**src/smswc_defs.vh**
```
// constants for the switch monitor sleep and wake controller
`ifndef SMSWC_DEFS_VH
`define SMSWC_DEFS_VH
`define SMSWC_FRAME_BITS 24
`define SMSWC_CMD_STATUS 8'h00
`define SMSWC_CMD_SETTINGS 8'h01
`define SMSWC_CMD_WAKE_SP 8'h02
`define SMSWC_CMD_WAKE_SG 8'h03
`define SMSWC_CMD_METAL_SP 8'h04
`define SMSWC_CMD_METAL_SG 8'h05
`define SMSWC_CMD_TIMER_SP 8'h07
`define SMSWC_CMD_TIMER_SG 8'h08
`define SMSWC_CMD_TRI_SP 8'h09
`define SMSWC_CMD_TRI_SG 8'h0a
`define SMSWC_CMD_SLEEP 8'h0c
`define SMSWC_CMD_RESET 8'h7f
`define SMSWC_SO_THERM_BIT 23
`define SMSWC_SO_INT_BIT 22
`define SMSWC_INT_MSB 5
`define SMSWC_INT_LSB 3
`define SMSWC_SCAN_MSB 2
`define SMSWC_SCAN_LSB 0
`define SMSWC_INT_OFF 3'h7
`define SMSWC_SCAN_OFF 3'h0
`define SMSWC_CLK_HZ 10000000
`define SMSWC_WET_MS 20
`define SMSWC_INT_BASE_MS 32
`define SMSWC_SCAN_BASE_US 1000
`define SMSWC_SCAN_WIN_US 125
`define SMSWC_WET_CYC (`SMSWC_WET_MS * (`SMSWC_CLK_HZ / 1000))
`define SMSWC_INT_BASE_CYC (`SMSWC_INT_BASE_MS * (`SMSWC_CLK_HZ / 1000))
`define SMSWC_SCAN_BASE_CYC (`SMSWC_SCAN_BASE_US * (`SMSWC_CLK_HZ / 1000000))
`define SMSWC_SCAN_WIN_CYC (`SMSWC_SCAN_WIN_US * (`SMSWC_CLK_HZ / 1000000))
`endif

```
**src/smswc_sync.v**
```verilog
// three-stage synchroniser for a bus of pin inputs, change on stage agreement
`timescale 1ns/1ps
`default_nettype none
module smswc_sync #(
   parameter WIDTH = 1,
   parameter [WIDTH-1:0] INIT = {WIDTH{1'b0}}
) (
   input wire ref_clk_i,
   input wire reset_i,
   input wire ce_i,
   input wire [WIDTH-1:0] d_i,
   output reg [WIDTH-1:0] q_o
);
   reg [WIDTH-1:0] s1_reg;
   reg [WIDTH-1:0] s2_reg;
   reg [WIDTH-1:0] s3_reg;
   genvar i;
   always @(posedge ref_clk_i or posedge reset_i) begin
      if (reset_i) begin
         s1_reg <= INIT;
         s2_reg <= INIT;
         s3_reg <= INIT;
      end else if (ce_i) begin
         s1_reg <= d_i;
         s2_reg <= s1_reg;
         s3_reg <= s2_reg;
      end
   end
   // output follows only once stages two and three agree, per bit
   generate
      for (i = 0; i < WIDTH; i = i + 1) begin : g_bit
         always @(posedge ref_clk_i or posedge reset_i) begin
            if (reset_i) begin
               q_o[i] <= INIT[i];
            end else if (ce_i && (s2_reg[i] == s3_reg[i])) begin
               q_o[i] <= s3_reg[i];
            end
         end
      end
   endgenerate
endmodule // smswc_sync
`default_nettype wire

```
**src/smswc_ctrl.v**
```verilog
// mode, wake, timer, thermal and wetting control of the switch monitor
// Summary of operation
// switch change holds interrupt low until host reads status
// closure during low chip select keeps interrupt past the rising edge
// change raises interrupt and gives high wetting current for 20 ms
// sleep is entered only by a valid sleep command
// all configuration survives sleep unchanged
// wake on input change, timer, wake pin, int, chip select, reset
// without logic supply, int and chip select edges do not wake
// host discards serial output of a chip-select wake transfer
// sleep command: interrupt timer bits 5..3, scan timer bits 2..0
// interrupt timer expiry asserts interrupt and returns to normal
// interrupt period 32 ms doubling to 2.048 s, code 111 off
// scan period none, 1 ms doubling to 64 ms
// scan expiry enables inputs 125 us, then compares with stored states
// changed scan state interrupts if enabled and returns to normal
// unchanged scan restarts timer, tri-states inputs, stays asleep
// both sleep timers idle in normal mode
// thermal supervision only in normal mode
// over limit: interrupt, thermal flag, derate high current to low
// thermal flag clears at chip select rise only once cooled
// after cooling, programmed currents are restored
// metallic inputs get high current only for 20 ms after closure
// with wetting timer off, current is continuous while closed
// serial word: thermal flag bit 23, interrupt flag bit 22, states
// 24-bit frames, command in upper byte, act at chip select rise
`timescale 1ns/1ps
`default_nettype none
`include "smswc_defs.vh"
module smswc_ctrl #(
   parameter NSW = 22,
   parameter NSP = 8,
   parameter WET_CYC = `SMSWC_WET_CYC,
   parameter INT_BASE_CYC = `SMSWC_INT_BASE_CYC,
   parameter SCAN_BASE_CYC = `SMSWC_SCAN_BASE_CYC,
   parameter SCAN_WIN_CYC = `SMSWC_SCAN_WIN_CYC
) (
   input wire ref_clk_i,
   input wire reset_i,
   input wire ce_i,
   input wire cs_n_i,
   input wire sclk_i,
   input wire si_i,
   output reg so_o,
   output wire int_n_o,
   output wire int_n_oe_n_o,
   input wire int_n_i,
   input wire wake_n_i,
   input wire vdd_ok_i,
   input wire over_temp_i,
   input wire [NSW-1:0] switch_closed_i,
   output reg sleep_o,
   output reg [NSW-1:0] input_enable_o,
   output reg [NSW-1:0] high_current_o,
   output reg [NSW-1:0] low_current_o,
   output reg [NSP-1:0] sp_to_battery_o,
   output reg thermal_flag_o
);
   localparam ST_NORMAL = 3'b001;
   localparam ST_SLEEP = 3'b010;
   localparam ST_SCAN = 3'b100;
   localparam CW = 32;

   // ----------------------------------------------------------------
   // pin synchronisers
   // ----------------------------------------------------------------
   wire [NSW+6:0] raw_w = {over_temp_i, vdd_ok_i, wake_n_i, int_n_i,
                           si_i, sclk_i, cs_n_i, switch_closed_i};
   wire [NSW+6:0] syn_w;
   smswc_sync #(.WIDTH(NSW+7), .INIT({4'h7, 3'h1, {NSW{1'b0}}})) u_sync (
      .ref_clk_i(ref_clk_i),
      .reset_i(reset_i),
      .ce_i(ce_i),
      .d_i(raw_w),
      .q_o(syn_w)
   );
   wire [NSW-1:0] sw_w = syn_w[NSW-1:0];
   wire cs_n_w = syn_w[NSW];
   wire sclk_w = syn_w[NSW+1];
   wire si_w = syn_w[NSW+2];
   wire int_line_w = syn_w[NSW+3];
   wire wake_w = syn_w[NSW+4];
   wire vdd_w = syn_w[NSW+5];
   wire hot_w = syn_w[NSW+6];

   reg cs_d_reg, sclk_d_reg, intl_d_reg, wake_d_reg;
   wire cs_fall_w = cs_d_reg & ~cs_n_w;
   wire cs_rise_w = ~cs_d_reg & cs_n_w;
   wire sclk_rise_w = ~sclk_d_reg & sclk_w;
   wire sclk_fall_w = sclk_d_reg & ~sclk_w;

   // ----------------------------------------------------------------
   // configuration and state
   // ----------------------------------------------------------------
   reg [2:0] state_reg;
   reg [23:0] sh_in_reg;
   reg [23:0] sh_out_reg;
   reg [5:0] bit_cnt_reg;
   reg int_pend_reg;
   reg cs_closure_reg;
   reg [NSW-1:0] last_sw_reg;
   reg [NSW-1:0] wake_en_reg, metal_reg, timer_en_reg, tri_reg;
   reg [2:0] int_sel_reg, scan_sel_reg;
   reg [CW-1:0] int_cnt_reg, scan_cnt_reg;
   reg [NSW*CW-1:0] wet_cnt_reg;
   wire [7:0] cmd_w = sh_in_reg[23:16];
   wire frame_ok_w = (bit_cnt_reg == `SMSWC_FRAME_BITS);
   wire [CW-1:0] int_period_w = INT_BASE_CYC << int_sel_reg;
   wire [CW-1:0] scan_period_w = SCAN_BASE_CYC << (scan_sel_reg - 3'h1);
   wire [NSW-1:0] change_w = sw_w ^ last_sw_reg;
   wire sw_change_w = |(change_w & ~tri_reg);
   wire int_exp_w = (int_sel_reg != `SMSWC_INT_OFF) &&
                    (int_cnt_reg >= int_period_w - 1);
   wire wake_evt_w = (wake_d_reg & ~wake_w) |
                     (vdd_w & wake_w & intl_d_reg & ~int_line_w) |
                     (vdd_w & cs_fall_w);
   // in sleep our own driver is off, so a low on the line is from another device
   assign int_n_o = 1'b0;
   assign int_n_oe_n_o = ~(int_pend_reg & (state_reg == ST_NORMAL));

   // ----------------------------------------------------------------
   // main sequencing
   // ----------------------------------------------------------------
   always @(posedge ref_clk_i or posedge reset_i) begin
      if (reset_i) begin
         state_reg <= ST_NORMAL;
         cs_d_reg <= 1'b1;
         sclk_d_reg <= 1'b0;
         intl_d_reg <= 1'b1;
         wake_d_reg <= 1'b1;
         sh_in_reg <= 24'h000000;
         sh_out_reg <= 24'h000000;
         bit_cnt_reg <= 6'h00;
         so_o <= 1'b0;
         int_pend_reg <= 1'b0;
         cs_closure_reg <= 1'b0;
         last_sw_reg <= {NSW{1'b0}};
         wake_en_reg <= {NSW{1'b1}};
         metal_reg <= {NSW{1'b1}};
         timer_en_reg <= {NSW{1'b1}};
         tri_reg <= {NSW{1'b1}};
         sp_to_battery_o <= {NSP{1'b1}};
         int_sel_reg <= 3'h0;
         scan_sel_reg <= 3'h0;
         int_cnt_reg <= {CW{1'b0}};
         scan_cnt_reg <= {CW{1'b0}};
         thermal_flag_o <= 1'b0;
         sleep_o <= 1'b0;
         input_enable_o <= {NSW{1'b0}};
      end else if (ce_i) begin
         cs_d_reg <= cs_n_w;
         sclk_d_reg <= sclk_w;
         intl_d_reg <= int_line_w;
         wake_d_reg <= wake_w;
         sleep_o <= (state_reg != ST_NORMAL);
         input_enable_o <= (state_reg == ST_SLEEP) ? {NSW{1'b0}} : ~tri_reg;
         case (state_reg)
            ST_NORMAL: begin
               int_cnt_reg <= {CW{1'b0}};
               scan_cnt_reg <= {CW{1'b0}};
               last_sw_reg <= sw_w;
               if (sw_change_w && ~cs_n_w) begin
                  cs_closure_reg <= 1'b1;
               end
               if (hot_w) begin
                  thermal_flag_o <= 1'b1;
               end else if (cs_rise_w) begin
                  thermal_flag_o <= 1'b0;
               end
               // spi framing: sample on clock rise, shift out on fall
               if (cs_fall_w) begin
                  bit_cnt_reg <= 6'h00;
                  sh_out_reg <= {thermal_flag_o, int_pend_reg,
                                 sw_w[NSW-1:0]};
                  so_o <= thermal_flag_o;
               end else if (~cs_n_w && sclk_rise_w) begin
                  sh_in_reg <= {sh_in_reg[22:0], si_w};
                  if (bit_cnt_reg != 6'h3f) begin
                     bit_cnt_reg <= bit_cnt_reg + 6'h01;
                  end
               end else if (~cs_n_w && sclk_fall_w) begin
                  sh_out_reg <= {sh_out_reg[22:0], 1'b0};
                  so_o <= sh_out_reg[22];
               end
               if ((sw_change_w && (|(change_w & wake_en_reg))) ||
                   (hot_w && ~thermal_flag_o)) begin
                  int_pend_reg <= 1'b1;
               end else if (cs_rise_w && frame_ok_w && ~cs_closure_reg) begin
                  int_pend_reg <= 1'b0;
               end
               if (cs_rise_w) begin
                  cs_closure_reg <= 1'b0;
               end
               if (cs_rise_w && frame_ok_w) begin
                  case (cmd_w)
                     `SMSWC_CMD_SETTINGS: sp_to_battery_o <= sh_in_reg[NSP-1:0];
                     `SMSWC_CMD_WAKE_SP: wake_en_reg[NSW-1:NSW-NSP] <= sh_in_reg[NSP-1:0];
                     `SMSWC_CMD_WAKE_SG: wake_en_reg[NSW-NSP-1:0] <= sh_in_reg[NSW-NSP-1:0];
                     `SMSWC_CMD_METAL_SP: metal_reg[NSW-1:NSW-NSP] <= sh_in_reg[NSP-1:0];
                     `SMSWC_CMD_METAL_SG: metal_reg[NSW-NSP-1:0] <= sh_in_reg[NSW-NSP-1:0];
                     `SMSWC_CMD_TIMER_SP: timer_en_reg[NSW-1:NSW-NSP] <= sh_in_reg[NSP-1:0];
                     `SMSWC_CMD_TIMER_SG: timer_en_reg[NSW-NSP-1:0] <= sh_in_reg[NSW-NSP-1:0];
                     `SMSWC_CMD_TRI_SP: tri_reg[NSW-1:NSW-NSP] <= sh_in_reg[NSP-1:0];
                     `SMSWC_CMD_TRI_SG: tri_reg[NSW-NSP-1:0] <= sh_in_reg[NSW-NSP-1:0];
                     `SMSWC_CMD_SLEEP: begin
                        int_sel_reg <= sh_in_reg[`SMSWC_INT_MSB:`SMSWC_INT_LSB];
                        scan_sel_reg <= sh_in_reg[`SMSWC_SCAN_MSB:`SMSWC_SCAN_LSB];
                        state_reg <= ST_SLEEP;
                     end
                     `SMSWC_CMD_RESET: begin
                        wake_en_reg <= {NSW{1'b1}};
                        metal_reg <= {NSW{1'b1}};
                        timer_en_reg <= {NSW{1'b1}};
                        tri_reg <= {NSW{1'b1}};
                        sp_to_battery_o <= {NSP{1'b1}};
                     end
                     default: ;
                  endcase
               end
            end
            ST_SLEEP: begin
               int_cnt_reg <= int_cnt_reg + 32'h1;
               if (scan_sel_reg != `SMSWC_SCAN_OFF) begin
                  scan_cnt_reg <= scan_cnt_reg + 32'h1;
               end
               if (int_exp_w) begin
                  int_pend_reg <= 1'b1;
                  state_reg <= ST_NORMAL;
               end else if (wake_evt_w) begin
                  state_reg <= ST_NORMAL;
               end else if ((scan_sel_reg != `SMSWC_SCAN_OFF) &&
                            (scan_cnt_reg >= scan_period_w - 1)) begin
                  scan_cnt_reg <= {CW{1'b0}};
                  state_reg <= ST_SCAN;
               end
            end
            ST_SCAN: begin
               int_cnt_reg <= int_cnt_reg + 32'h1;
               scan_cnt_reg <= scan_cnt_reg + 32'h1;
               if (scan_cnt_reg >= SCAN_WIN_CYC - 1) begin
                  scan_cnt_reg <= {CW{1'b0}};
                  if (sw_change_w) begin
                     if (|(change_w & wake_en_reg)) begin
                        int_pend_reg <= 1'b1;
                     end
                     state_reg <= ST_NORMAL;
                  end else begin
                     state_reg <= ST_SLEEP;
                  end
               end
            end
            default: state_reg <= ST_NORMAL;
         endcase
      end
   end

   // ----------------------------------------------------------------
   // per-input wetting current timers
   // ----------------------------------------------------------------
   genvar g;
   generate
      for (g = 0; g < NSW; g = g + 1) begin : g_wet
         wire [CW-1:0] cnt_w = wet_cnt_reg[g*CW +: CW];
         wire timing_w = (cnt_w < WET_CYC);
         always @(posedge ref_clk_i or posedge reset_i) begin
            if (reset_i) begin
               wet_cnt_reg[g*CW +: CW] <= {CW{1'b0}};
               high_current_o[g] <= 1'b0;
               low_current_o[g] <= 1'b0;
            end else if (ce_i) begin
               if (state_reg != ST_NORMAL || sw_w[g] != last_sw_reg[g]) begin
                  wet_cnt_reg[g*CW +: CW] <= {CW{1'b0}};
               end else if (timing_w) begin
                  wet_cnt_reg[g*CW +: CW] <= cnt_w + 32'h1;
               end
               if (tri_reg[g] || state_reg == ST_SLEEP) begin
                  high_current_o[g] <= 1'b0;
                  low_current_o[g] <= 1'b0;
               end else if (metal_reg[g] && sw_w[g] &&
                            (timing_w || ~timer_en_reg[g])) begin
                  high_current_o[g] <= ~hot_w;
                  low_current_o[g] <= hot_w;
               end else begin
                  high_current_o[g] <= 1'b0;
                  low_current_o[g] <= 1'b1;
               end
            end
         end
      end
   endgenerate
endmodule // smswc_ctrl
`default_nettype wire

```
**config.mk**
```make
export PLATFORM = sky130hd
export DESIGN_NAME = smswc_ctrl
export DESIGN_NICKNAME = d
export VERILOG_FILES = /design/src/smswc_sync.v /design/src/smswc_ctrl.v
export VERILOG_INCLUDE_DIRS = /design/src /design/src/src
export SDC_FILE = /design/constraint.sdc
export NUM_CORES = 2
export LEC_CHECK = 0
export ABC_CLOCK_PERIOD_IN_PS = 41400
export BUFFER_PORTS_ARGS = -buffer_cell sky130_fd_sc_hd__buf_2
export CORE_ASPECT_RATIO = 2
export CORE_UTILIZATION = 35
export DETAILED_ROUTE_END_ITERATION = 7
export SETUP_SLACK_MARGIN = 0.15
export SLEW_MARGIN = 20
export SYNTH_ARGS = -nofsm -noshare
export SYNTH_HDL_FRONTEND = slang
export SYNTH_HIERARCHICAL = 1
export SYNTH_SLANG_ARGS = --single-unit
```
**constraint.sdc**
```tcl
create_clock -name ref_clk_i -period 41.4 [get_ports ref_clk_i]
set_input_delay 4.14 -clock ref_clk_i [delete_from_list [all_inputs] [get_ports ref_clk_i]]
set_output_delay 4.14 -clock ref_clk_i [all_outputs]
set_load 0.005 [all_outputs]
```
Yosys cells after proc, flatten, opt, wreduce, memory -nomap -nowiden
Cells that the tools add are included.
{"block": "classes", "n_addsub": 28, "n_mul": 0, "div_mod_pow": 0, "n_lt_le_gt_ge": 25, "eq_ne": 78, "n_shift": 2, "mux": 177, "n_bitwise": 49, "reduce_logical": 233}
{"op": "$mux W32", "n": 49}
{"op": "$add A32 B1 Y32 const B", "n": 24}
{"op": "$lt A32 B18 Y1 const B", "n": 22}
{"op": "$pmux W14 S2", "n": 4}
{"op": "$mux W1", "n": 101}
{"op": "$pmux W32 S3", "n": 1}
{"op": "$logic_and A1 B1 Y1", "n": 82}
{"op": "$pmux W8 S2", "n": 5}
{"op": "$reduce_bool A2 Y1", "n": 37}
{"op": "$mux W23", "n": 3}
{"op": "$logic_or A1 B1 Y1", "n": 67}
{"op": "$ge A32 B32 Y1", "n": 2}
{"op": "$pmux W32 S2", "n": 1}
{"op": "$sub A32 B1 Y32 const B", "n": 2}
{"op": "$reduce_and A4 Y1", "n": 13}
{"op": "$reduce_and A2 Y1", "n": 25}
{"op": "$and A22 B22 Y22", "n": 2}
{"op": "$reduce_or A22 Y1", "n": 2}
{"op": "$not A1 Y1", "n": 33}
{"op": "$eq A8 B4 Y1 const B", "n": 4}
{"op": "$ge A32 B11 Y1 const B", "n": 1}
{"op": "$shl A14 B3 Y32 const A", "n": 1}
{"op": "$shl A19 B3 Y32 const A", "n": 1}
{"op": "$eq A1 B1 Y1", "n": 29}
{"op": "32 further kinds", "n": 81}
{"block": "totals", "regBits": 1139, "latch_bits": 0, "ram_bits": 0, "rom_bits": 0, "inputBits": 32, "out_inout_bits": 79, "wordCells": 718, "memories": 0}

Longest topological paths before layout
{"block": "depth", "depth_word": 9, "mapped_depth": 21, "mapped_depth_nobuf": 19}

By module
The synthesis kept the hierarchy.
{"mod": "smswc_ctrl", "instances": 1, "cells_per_inst": 5103, "area_per_inst_um2": 48698.0}
{"mod": "smswc_sync", "instances": 1, "cells_per_inst": 309, "area_per_inst_um2": 4707.0}

Worst setup path before layout
No wires, ideal clock.
{"block": "synth_timing", "path_type": "register to output", "from": "register state_reg[0]", "to": "output int_n_oe_n_o", "arrival_ns": 1.783, "required_ns": 37.260, "path_slack_ns": 35.477, "path_stages_with_launch": 7, "path_buffers": 4, "cell_sequence": "dfstp_2 > buf_2 > nor3b_1 > clkbuf_1 > buf_2 > buf_2 > nand2_1"}
{"block": "synth_via", "elab_chain_cells": 3}
{"item": "start: declaration", "line_no": "smswc_ctrl.v:95", "rtl": "reg [2:0] state_reg;"}
{"item": "start signal: assignment", "line_no": "smswc_ctrl.v:126", "rtl": "state_reg <= ST_NORMAL;"}
{"item": "start signal: assignment", "line_no": "smswc_ctrl.v:208", "rtl": "state_reg <= ST_SLEEP;"}
{"item": "start signal: assignment", "line_no": "smswc_ctrl.v:228", "rtl": "state_reg <= ST_NORMAL;"}
{"item": "$eq A3 B1 Y1", "line_no": "smswc_ctrl.v:119", "rtl": "assign int_n_oe_n_o = ~(int_pend_reg & (state_reg == ST_NORMAL));"}
{"item": "$and A1 B1 Y1", "line_no": "smswc_ctrl.v:119"}
{"item": "$not A1 Y1", "line_no": "smswc_ctrl.v:119"}
{"item": "end: declaration", "line_no": "smswc_ctrl.v:46", "rtl": "output wire int_n_oe_n_o,"}
No other way between the ends.

==> run_results.csv <==
group,metric,value,unit
drt,drt_wl_total,136000,microns
cells_and_area,multi_input_area,23700,sq um
logic_synthesis,ys_types,83,
logic_synthesis,ys_ff_latch,1139,
setup_path,start_kind,"primary input",
pwr,pwr-share-clk,36.4,%
logic_synthesis,yosys_warnings,6,
global_route,track_usage,17.6,%
floorplan,core_area,151000,sq um
setup_path,rrSetupSlack,36.06,ns
setup_path,crit_type,"primary input to async pin",
placement,dp_slack,32.94,ns
timing,finalHoldViolCount,0,
pwr,p_comb_share,17.5,%
floorplan,start_util,35.3,%
placement,dpl.hpwl,95200,microns
drt,postRouteAntennaNets,0,
global_route,grt_pass1_wl,221000,microns
timing,slew-limit-headroom,22.8,%
floorplan,fp-row-count,202,
setup_path,cp.arrival,8.17,ns
timing,rsz0062_at_grt,"no",
setup_path,r2r_start,"scan_sel_reg[0]",
drt,firstDrtPassIters,5,
logic_synthesis,ys.flop_type,"dfrtp_1",
logic_synthesis,synth_edf_count,0,
drt,routedWlPerCell,18.0,microns
setup_path,worstPathRequired,42.12,ns
hold_path,hold_start,"input_enable_o[5]",
pwr,switching_power,871,uW
clocking,cts-htree-levels,3,
timing,max_clock_freq,134,MHz
setup_path,critPathLaunch,"reset_i",
cells_and_area,layout_common_cells,"dfrtp_1, nor2_1, nand2_1",
flow_run,maxCapViolCount,0,
cells_and_area,n_fill_cell,14712,
global_route,grt_max_degree,162,
clocking,hold_buffers,0,
logic_synthesis,synth_cells,5412,
global_route,grt_antenna_before_repair,4,
timing,setup_viol,0,
floorplan,die_h,554,microns
logic_synthesis,seq_area_frac_synth,53.6,%
logic_synthesis,async_reset_ff_share,100,%
cells_and_area,largest_register_ffs,704,
placement,finalWeightedCongestion,0.863,
clocking,path_clk_slew,0.06,ns
cells_and_area,syn_to_final_growth,12.0,%
timing,layout_setup_ws,33.95,ns
clocking,cts_root_buffer,"clkbuf_16",
timing,finalSetupTns,0,ns
timing,fin_crit_sh,18.0,%
cells_and_area,final_common_cell,"dfrtp_1",
timing,finClkSkew,0.0321,ns
placement,io_buffers,109,
clocking,cts_setup_buffers,0,
pwr,power_frac_seq,46.1,%
pwr,p_leak,0.0262,uW
hold_path,hold_class,"flip-flop to flip-flop",
setup_path,crit_path_end_kind,"async pin",
clocking,worstSkewPairLatency,0.73,ns
clocking,cts_sinks,1139,
timing,finalCriticalPeriod,7.45,ns
global_route,grt_pass1_vias,41232,
logic_synthesis,syn_area,53400,sq um
setup_path,path_max_fanout,87,
floorplan,dieWidth,278,microns
clocking,cts_buffers,103,
clocking,cts_tree,"yes",
floorplan,dieArea,154000,sq um
drt,route.detailed.drc,0,
drt,routed_via_density,5.40,
cells_and_area,regArea,28600,sq um
cells_and_area,drive_above_1_share,11.6,%
timing,finalMaxSlewViolations,0,
cells_and_area,finalNetCount,5620,
global_route,gr-total-overflow,0,
logic_synthesis,synth.avg_cell_area,9.87,sq um
pwr,sw_frac_of_total,31.3,%
drt,drtIter0Drc,2355,
drt,num_vias,40703,
pwr,vdd_ir_drop_max,0.0298,mV
floorplan,num_io_pins,111,
pwr,internal_power,1910,uW
clocking,cts_resized,0,
run_status,outcome,"finished clean",
pwr,finalPower,2780,uW
timing,worst_slew_pin_slew,1.15,ns
clocking,clock_path_buffers,3,
pwr,p_per_area,46.6,nW/um^2
## power groups by stage
stage	Combinational, uW	Sequential, uW	Clock [uW]
floorplan	323	1270	0
global placement	482	1300	0
detailed placement	494	1300	0
CTS	494	1280	1040
global route	541	1290	1080
finish	488	1280	1010
## metal layers
metal	track usage (%)	part of all wire, %	vias to the layer above
li1	-	-	19391
met2	32.1	52	748
met5	0	0.0088	-
met4	6.73	3.2	2
met3	2.24	3.5	240
met1	20.8	41	20322
## layout make-up
class	instances	share of cell area [%]
inverter	114	0.749
clock inverter	38	0.785
timing repair buffer	171	1.76
tap	1938	4.06
antenna	3	0.0126
sequential	1139	47.9
multi-input combinational	3981	39.6
clock buffer	156	5.18
## cells in the mapped netlist, drive strengths merged, types with 4 or more instances
| library cell | number | area share, % |
|---|---|---|
| nor3b | 9 | 0.14 |
| nor2 | 755 | 5.3 |
| a22o | 70 | 1.1 |
| a221oi | 4 | 0.066 |
| a41oi | 31 | 0.51 |
| nor4 | 129 | 1.6 |
| nand4 | 137 | 1.6 |
| o31ai | 26 | 0.37 |
| a31oi | 121 | 1.5 |
| nor3 | 165 | 1.5 |
| a21o | 59 | 0.83 |
| a22oi | 5 | 0.070 |
| and2 | 152 | 1.8 |
| buf | 38 | 0.49 |
| a311oi | 4 | 0.066 |
| dfstp | 116 | 5.7 |
| and4 | 41 | 0.68 |
| mux2 | 126 | 2.7 |
| a32o | 6 | 0.11 |
| and4b | 5 | 0.094 |
| o211ai | 25 | 0.35 |
| nand2 | 525 | 3.7 |
| ha | 78 | 1.8 |
| o22ai | 16 | 0.19 |
| or3 | 75 | 0.88 |
| dfrtp | 1023 | 48 |
| a21oi | 240 | 2.2 |
| a31o | 6 | 0.098 |
| o21ai | 268 | 2.5 |
| xor2 | 170 | 2.8 |
| o21a | 45 | 0.63 |
| mux2i | 31 | 0.58 |
| clkbuf | 142 | 1.0 |
| inv | 114 | 0.80 |
| a211oi | 9 | 0.13 |
| or2 | 15 | 0.18 |
| xnor2 | 132 | 2.2 |
| nand2b | 41 | 0.48 |
| and3 | 120 | 1.4 |
| or4 | 14 | 0.21 |
| o41ai | 5 | 0.13 |
| nand3 | 206 | 1.9 |
| o31a | 4 | 0.066 |
| nor2b | 50 | 0.59 |
| o2bb2ai | 24 | 0.39 |
## metrics by stage
stage	instance area, sq um	util, %	hold WS, ns	instances
floorplan	53400	-	0.437	5414
global placement	56200	37.1	0.457	7343
detailed placement	56200	37.1	0.461	7343
CTS	59800	39.5	0.476	7537
global route	59800	39.5	0.490	7538
finish	59800	39.5	0.472	7540
## path summary, 6_finish.rpt
kind,cells past startpoint,to
worst max-delay path,6,g_wet[1].cnt_w[8]
worst min-delay path,1,input_enable_o[5]
worst max register to register,18,scan_cnt_reg[12]
worst min register to register,1,input_enable_o[5]
max in group ref_clk_i,9,g_wet[11].cnt_w[30]
min in group asynchronous,2,int_cnt_reg[20]
## critical path: stages
cell and delay, ns:
buf_2 0.17, inv_8 0.42, buf_4 0.81, buf_4 0.79, buf_4 0.80, buf_4 0.85
## logic make-up after synthesis
| kind of cell | Yosys count | synth area share, % |
|---|---|---|
| compound gates | 994 | 11.8 |
| xor+xnor | 302 | 4.95 |
| fa+ha+maj | 78 | 1.83 |
| buf+inv | 294 | 2.29 |
| flops | 1139 | 53.6 |
| mux | 157 | 3.24 |
| other cells | 2 | 0.0141 |
| simple gates | 2446 | 22.2 |
No activity file was read; power rests on OpenSTA's default activity.
